[src/otpwp_regs.svh]
`ifndef OTPWP_REGS_SVH
`define OTPWP_REGS_SVH

// Tap count and midscale default of the device wiper.
`define OTPWP_TAPS 64
`define OTPWP_MIDSCALE 6'h1f
// Strobe pulse counts for store and store-with-lock.
`define OTPWP_PULSES_STORE 4'h6
`define OTPWP_PULSES_LOCK 4'h7
// Minimum select high and low times, in ns.
`define OTPWP_SELECT_HIGH_NS 1000
`define OTPWP_SELECT_LOW_NS 1000
// Settle time after switching the programming supply, in ns.
`define OTPWP_SUPPLY_SETTLE_NS 10000
// Clock period in ns.
`define OTPWP_CLK_NS 10
// Delay counter width.
`define OTPWP_CNT_W 16

`endif

[src/otpwp_pkg.sv]
`default_nettype none
package otpwp_pkg;
    // Sequencer states; each step from IDLE to FINISH changes one bit, except to and from MHIGH.
    typedef enum logic [3:0] {
        OTPWP_IDLE = 4'b0000,
        OTPWP_MOVE = 4'b0001,
        OTPWP_ARM = 4'b0011,
        OTPWP_SUPPLY = 4'b0010,
        OTPWP_DROP = 4'b0110,
        OTPWP_PHIGH = 4'b0111,
        OTPWP_PLOW = 4'b0101,
        OTPWP_UNSUPPLY = 4'b0100,
        OTPWP_FINISH = 4'b1100,
        OTPWP_MHIGH = 4'b1000
    } otpwp_state_e;
endpackage
`default_nettype wire

[src/otpwp_delay.sv]
`timescale 1ns/1ps
`default_nettype none
`include "otpwp_regs.svh"
// Loadable down counter that flags when a wait has run out.
module otpwp_delay #(
    parameter int CW = `OTPWP_CNT_W
) (
    // Clock and reset.
    input wire logic ref_clk_i,
    input wire logic nrst_i,
    // Load request and count.
    input wire logic load_i,
    input wire logic [CW-1:0] count_i,
    // Wait finished.
    output logic done_o
);
    logic [CW-1:0] cnt_r;
    logic [CW-1:0] cnt_nxt;

    // Load restarts the wait; otherwise count down to zero.
    always_comb
    begin
        cnt_nxt = cnt_r;
        if (load_i)
            cnt_nxt = count_i;
        else if (cnt_r != '0)
            cnt_nxt = cnt_r - 1'b1;
    end

    // Register the count.
    always_ff @(posedge ref_clk_i or negedge nrst_i)
    begin
        if (!nrst_i)
            cnt_r <= '0;
        else
            cnt_r <= cnt_nxt;
    end

    // Done once the count is exhausted; taken from the register only, so the
    // caller's load decision never loops back through this flag.
    assign done_o = (cnt_r == '0);
endmodule // otpwp_delay
`default_nettype wire

[src/otpwp_programmer.sv]
`timescale 1ns/1ps
`default_nettype none
`include "otpwp_regs.svh"
module otpwp_programmer
    import otpwp_pkg::*;
#(
    parameter int HIGH_CYC = (`OTPWP_SELECT_HIGH_NS + `OTPWP_CLK_NS - 1) / `OTPWP_CLK_NS,
    parameter int LOW_CYC = (`OTPWP_SELECT_LOW_NS + `OTPWP_CLK_NS - 1) / `OTPWP_CLK_NS,
    parameter int SETTLE_CYC = (`OTPWP_SUPPLY_SETTLE_NS + `OTPWP_CLK_NS - 1) / `OTPWP_CLK_NS
) (
    // Clock and reset.
    input wire logic ref_clk_i,
    input wire logic nrst_i,
    // User request.
    input wire logic start_i,
    input wire logic lock_i,
    input wire logic [5:0] target_i,
    input wire logic [5:0] current_i,
    // User status.
    output logic busy_o,
    output logic done_o,
    output logic refused_o,
    // Device pins.
    output logic select_n_o,
    output logic dir_up_o,
    output logic program_voltage_pin_en_o
);
    import otpwp_pkg::*;

    otpwp_state_e st_r, st_nxt;
    logic [5:0] pos_r, pos_nxt, tgt_r, tgt_nxt;
    logic lock_r, lock_nxt, locked_r, locked_nxt;
    logic [3:0] np_r, np_nxt;
    logic busy_nxt, done_nxt, ref_nxt, sel_nxt, dir_nxt, pv_nxt;
    logic ld;
    logic [`OTPWP_CNT_W-1:0] ldv;
    logic tdone;

    otpwp_delay #(.CW(`OTPWP_CNT_W)) u_dly (
        .ref_clk_i(ref_clk_i),
        .nrst_i(nrst_i),
        .load_i(ld),
        .count_i(ldv),
        .done_o(tdone)
    );

    // Sequencer next state, pin levels and delay loads.
    always_comb
    begin
        st_nxt = st_r;
        pos_nxt = pos_r;
        tgt_nxt = tgt_r;
        lock_nxt = lock_r;
        locked_nxt = locked_r;
        np_nxt = np_r;
        busy_nxt = 1'b1;
        done_nxt = 1'b0;
        ref_nxt = 1'b0;
        sel_nxt = select_n_o;
        dir_nxt = dir_up_o;
        pv_nxt = program_voltage_pin_en_o;
        ld = 1'b0;
        ldv = '0;
        case (st_r)
            OTPWP_IDLE:
            begin
                busy_nxt = 1'b0;
                sel_nxt = 1'b1;
                dir_nxt = 1'b1;
                pv_nxt = 1'b0;
                if (start_i && locked_r)
                    ref_nxt = 1'b1;
                else if (start_i)
                begin
                    pos_nxt = current_i;
                    tgt_nxt = target_i;
                    lock_nxt = lock_i;
                    busy_nxt = 1'b1;
                    st_nxt = OTPWP_MOVE;
                end
            end
            OTPWP_MOVE:
            begin
                // Step the wiper toward the target one tap per pulse.
                if (tdone)
                begin
                    if (pos_r == tgt_r)
                    begin
                        sel_nxt = 1'b1;
                        dir_nxt = 1'b1;
                        ld = 1'b1;
                        ldv = `OTPWP_CNT_W'(HIGH_CYC);
                        st_nxt = OTPWP_ARM;
                    end
                    else
                    begin
                        sel_nxt = 1'b0;
                        dir_nxt = (tgt_r > pos_r);
                        ld = 1'b1;
                        ldv = `OTPWP_CNT_W'(LOW_CYC);
                        st_nxt = OTPWP_MHIGH;
                    end
                end
            end
            OTPWP_MHIGH:
            begin
                // Return select high with direction unchanged: one step, no extra tap.
                if (tdone)
                begin
                    sel_nxt = 1'b1;
                    if (tgt_r > pos_r && pos_r != 6'h3f)
                        pos_nxt = pos_r + 6'h01;
                    else if (tgt_r < pos_r && pos_r != 6'h00)
                        pos_nxt = pos_r - 6'h01;
                    ld = 1'b1;
                    ldv = `OTPWP_CNT_W'(HIGH_CYC);
                    st_nxt = OTPWP_MOVE;
                end
            end
            OTPWP_ARM:
                if (tdone)
                begin
                    pv_nxt = 1'b1;
                    ld = 1'b1;
                    ldv = `OTPWP_CNT_W'(SETTLE_CYC);
                    st_nxt = OTPWP_SUPPLY;
                end
            OTPWP_SUPPLY:
                if (tdone)
                begin
                    sel_nxt = 1'b0;
                    np_nxt = 4'h0;
                    ld = 1'b1;
                    ldv = `OTPWP_CNT_W'(LOW_CYC);
                    st_nxt = OTPWP_DROP;
                end
            OTPWP_DROP, OTPWP_PLOW:
                if (tdone)
                begin
                    if (np_r == (lock_r ? `OTPWP_PULSES_LOCK : `OTPWP_PULSES_STORE))
                    begin
                        pv_nxt = 1'b0;
                        ld = 1'b1;
                        ldv = `OTPWP_CNT_W'(SETTLE_CYC);
                        st_nxt = OTPWP_UNSUPPLY;
                    end
                    else
                    begin
                        sel_nxt = 1'b1;
                        ld = 1'b1;
                        ldv = `OTPWP_CNT_W'(HIGH_CYC);
                        st_nxt = OTPWP_PHIGH;
                    end
                end
            OTPWP_PHIGH:
                if (tdone)
                begin
                    sel_nxt = 1'b0;
                    np_nxt = np_r + 4'h1;
                    ld = 1'b1;
                    ldv = `OTPWP_CNT_W'(LOW_CYC);
                    st_nxt = OTPWP_PLOW;
                end
            OTPWP_UNSUPPLY:
                if (tdone)
                begin
                    sel_nxt = 1'b1;
                    st_nxt = OTPWP_FINISH;
                end
            OTPWP_FINISH:
            begin
                locked_nxt = locked_r | lock_r;
                done_nxt = 1'b1;
                busy_nxt = 1'b0;
                st_nxt = OTPWP_IDLE; // One pulse train per request, never repeated.
            end
            default:
            begin
                sel_nxt = 1'b1;
                pv_nxt = 1'b0;
                st_nxt = OTPWP_IDLE;
            end
        endcase
    end

    // Register the sequencer and all outputs.
    always_ff @(posedge ref_clk_i or negedge nrst_i)
    begin
        if (!nrst_i)
        begin
            st_r <= OTPWP_IDLE;
            pos_r <= `OTPWP_MIDSCALE;
            tgt_r <= `OTPWP_MIDSCALE;
            lock_r <= 1'b0;
            locked_r <= 1'b0;
            np_r <= 4'h0;
            busy_o <= 1'b0;
            done_o <= 1'b0;
            refused_o <= 1'b0;
            select_n_o <= 1'b1;
            dir_up_o <= 1'b1;
            program_voltage_pin_en_o <= 1'b0;
        end
        else
        begin
            st_r <= st_nxt;
            pos_r <= pos_nxt;
            tgt_r <= tgt_nxt;
            lock_r <= lock_nxt;
            locked_r <= locked_nxt;
            np_r <= np_nxt;
            busy_o <= busy_nxt;
            done_o <= done_nxt;
            refused_o <= ref_nxt;
            select_n_o <= sel_nxt;
            dir_up_o <= dir_nxt;
            program_voltage_pin_en_o <= pv_nxt;
        end
    end
endmodule // otpwp_programmer
`default_nettype wire

[config.mk]
export PLATFORM = sky130hd
export DESIGN_NAME = otpwp_programmer
export DESIGN_NICKNAME = d
export VERILOG_FILES = /design/src/otpwp_pkg.sv /design/src/otpwp_delay.sv /design/src/otpwp_programmer.sv
export VERILOG_INCLUDE_DIRS = /design/src
export SDC_FILE = /design/constraint.sdc
export NUM_CORES = 1
export LEC_CHECK = 0
export BUFFER_PORTS_ARGS = -buffer_cell sky130_fd_sc_hd__buf_2
export CAP_MARGIN = 20
export CORE_ASPECT_RATIO = 0.9
export CORE_MARGIN = 2
export CORE_UTILIZATION = 54
export DETAILED_ROUTE_END_ITERATION = 8
export PLACE_DENSITY = 0.76
export SLEW_MARGIN = 20
export SYNTH_ARGS = -nofsm -noshare
export SYNTH_HDL_FRONTEND = slang
export SYNTH_SLANG_ARGS = --single-unit
export TNS_END_PERCENT = 50
[constraint.sdc]
create_clock -name ref_clk_i -period 3.1 [get_ports ref_clk_i]
set_input_delay 0.31 -clock ref_clk_i [delete_from_list [all_inputs] [get_ports ref_clk_i]]
set_output_delay 0.31 -clock ref_clk_i [all_outputs]
set_load 0.05 [all_outputs]
==> results_dict.tcl <==
set metrics [dict create \
    post_drt_wl_per_cell_um 15.4 \
    finalWorstSetupSlack_ns 0.0885 \
    slowest_delay_ns 0.54 \
    max_freq_ghz 0.332 \
    startpoint_type "flip-flop" \
    routed_via_density 5.77 \
    grt_first_pass_wirelength_um 10100 \
    yosys-top-cells-area "dfrtp_1, dfstp_2, ha_1" \
    rsz0062_at_grt "true" \
    postCtsHoldBufs 0 \
    ys_warn_count 0 \
    fp.dieW_um 78.5 \
    power.density_mw_per_mm2 1160 \
    clkTransAtPathRegs_ns 0.08 \
    seqCellArea_mm2 0.00112 \
    cts_max_level 2 \
    hp-class "input pin to asynchronous set/reset pin" \
    via_count 2260 \
    dp_slack_ns -0.0819 \
    antenna_found_initial 0 \
    status "complete, but fails checks" \
    synthCells 287 \
    critPathBufInv 4 \
    path_common_cell "buf_4" \
    placed_cells 378 \
    grt_pass1_vias 2185 \
    multi_input_area_mm2 0.00161 \
    min_period_ns 3.01 \
    worstSkewPairLatency_ns 0.30 \
    slew_headroom_pct 63.3 \
    ios 22 \
    hold_ws_ns -0.000510 \
    slowest_stage "dfstp_2" \
    crit_path_max_fanout 5 \
    die_h_um 71.1 \
    root_buffer "clkbuf_8" \
    period_share_pct 97.1 \
    vdd_ir_drop_max_mv 0.673 \
    ys_ff_latch 44 \
    instances_no_fill 392 \
    syn_to_final_growth_pct 18.5 \
    critical_path_class "flip-flop to flip-flop" \
    grt_overflow 0 \
    hpwl_um 4200 \
    drt_iter0_drc 134 \
    numCtsBuffers 5 \
    cp_top_family "simple AND/OR/NAND/NOR gates" \
    syn_area_per_cell_um2 9.40 \
    setup-violations-final 0 \
    cts_tree "yes" \
    initial_core_util_pct 55.8 \
    core_mm2 0.00483 \
    wl_um 6050 \
    seq_area_frac_synth_pct 41.4 \
    tns_ns 0 \
    dieArea_mm2 0.00558 \
    synth_top_area_cell "dfrtp_1" \
    worst_pin_slew_ns 0.550 \
    power_mw 3.69 \
    cts.sinks 44 \
    yosysTopAreaCellShare_pct 29.7 \
    synth_edf_count 0 \
    endpoint_kind "flip-flop" \
    crit_path_cell_trace "inv_1 -> ha_4 -> nand4_1 -> or2_4 -> o31a_1 -> nand2_8 -> buf_4 -> buf_4 -> ha_1 -> a21o_1 -> buf_4 -> a21oi_1 -> or4_1 -> o211ai_1" \
    maxCapViolations 0 \
    clock_path_buffers 2 \
    violations "negative hold slack" \
    postRouteAntennaNets 0 \
    hold_viol_final 1 \
    worstPathRequired_ns 3.31 \
    final_nets 356 \
    final_common_cell "dfrtp_1" \
    finClkSkew_ns 0.0112 \
    power.leakage_nw 1.45 \
    fillers 385 \
    drive_above_1_share_pct 28.1 \
    diodes 0 \
    fin_util_pct 66.1 \
    cp.arrival_ns 3.23 \
    maxSlewViolCount 0 \
    drc_errors 0 \
    routabilityCongestion 0.892 \
    grt_max_degree 45 \
    num_rows 24 \
    synth_fp_nets 317 \
    synthArstFlopShare_pct 100 \
    port_buffers 21 \
    grt_usage_pct 23.1 \
    ys_types 54 \
    mostFrequentLayoutCells "dfrtp_1, nand2_1, buf_4, nor2_1, buf_2" \
    synth_flop_cell "dfrtp_1" \
    dr.pass1.iters 4 \
    netlist_area_mm2 0.00270 \
]
==> flip-flops by register name, summed over array words and instances, names as in the netlist <==
signal,cells
done_o,1
busy_o,1
pos_r,6
u_dly.cnt_r,16
np_r,4
lock_r,1
refused_o,1
st_r,4
program_voltage_pin_en_o,1
dir_up_o,1
select_n_o,1
locked_r,1
tgt_r,6
==> logic make-up after synthesis <==
kind of cell / synth area share, %
adder cells (fa/ha/maj): 7.14
AO/OA/AOI/OAI: 15.5
flip-flops: 41.4
XOR/XNOR: 5.19
multiplexers: 4.04
AND/OR/NAND/NOR: 23.3
buffers and inverters: 3.43
==> synth_stat cells (3+ instances only) <==
cell type   n
a211oi_1    4
a21o_1      8
a21oi_1    15
and3_1      4
clkbuf_1    7
dfrtp_1    32
dfstp_2    12
ha_1       13
inv_1      12
mux2_2      7
mux2i_1     3
nand2_1    28
nand2b_1    5
nand3_1     6
nand4_1     6
nor2_1     21
nor2b_1     3
nor3_1     10
nor4_1      6
o21ai_0    17
o21ai_1     3
o2bb2ai_1   3
or3_1       6
or4_1       4
xnor2_1     6
xor2_1     10
==> cell type report <==
cell class | instances | share of cell area (%)
flip-flops and latches | 44 | 34.9
well taps | 65 | 2.55
clock buffers | 7 | 2.39
multi-input cells | 221 | 50.3
repair buffers | 42 | 8.30
inverters | 12 | 1.41
clock inverters | 1 | 0.157
==> repair_timing <==
item / in CTS / in global routing
setup buffers: 2 / 4
resized for setup: 4 / 10
setup endpoints to repair: 2 / 2
pin swaps: 3 / 15
gates cloned: 0 / 0
==> worst paths after layout <==
path / startpoint / end / slack, ns / depth (start not counted)
min in group ref_clk_i: target_i[0] / tgt_r[0] / 0.24 / 2
max: pos_r[4] / pos_r[5] / 0.09 / 14
min reg2reg: u_dly.cnt_r[15] / u_dly.cnt_r[15] / 0.46 / 1
min: nrst_i / u_dly.cnt_r[6] / -0.0005 / 1
max in group asynchronous: nrst_i / tgt_r[4] / 2.71 / 1
max reg2reg: pos_r[4] / pos_r[5] / 0.09 / 14
==> report_power, final <==
| part | internal, mW | leakage [nW] | total (mW) | switching (mW) |
|---|---|---|---|---|
| clock network | 0.158 | 0.0422 | 0.347 | 0.188 |
| registers | 0.839 | 0.539 | 1.07 | 0.227 |
| logic | 1.11 | 0.870 | 2.28 | 1.17 |
==> through the flow <==
step	area (µm²)	hold WS, ns
floorplan	2750	0.0144
global placement	3000	0.450
detailed placement	3000	0.447
CTS	3120	0.202
global route	3200	0.0401
finish	3200	-0.000510
==> layer usage <==
layer	share of wire, %	up-vias	global-route usage, %
li1	-	1109	-
met1	47	1088	32.7
met2	47	52	35.5
met3	5.0	11	4.72
met4	1.6	0	7.80
met5	0	-	0
(Power assumes the default switching activity.)
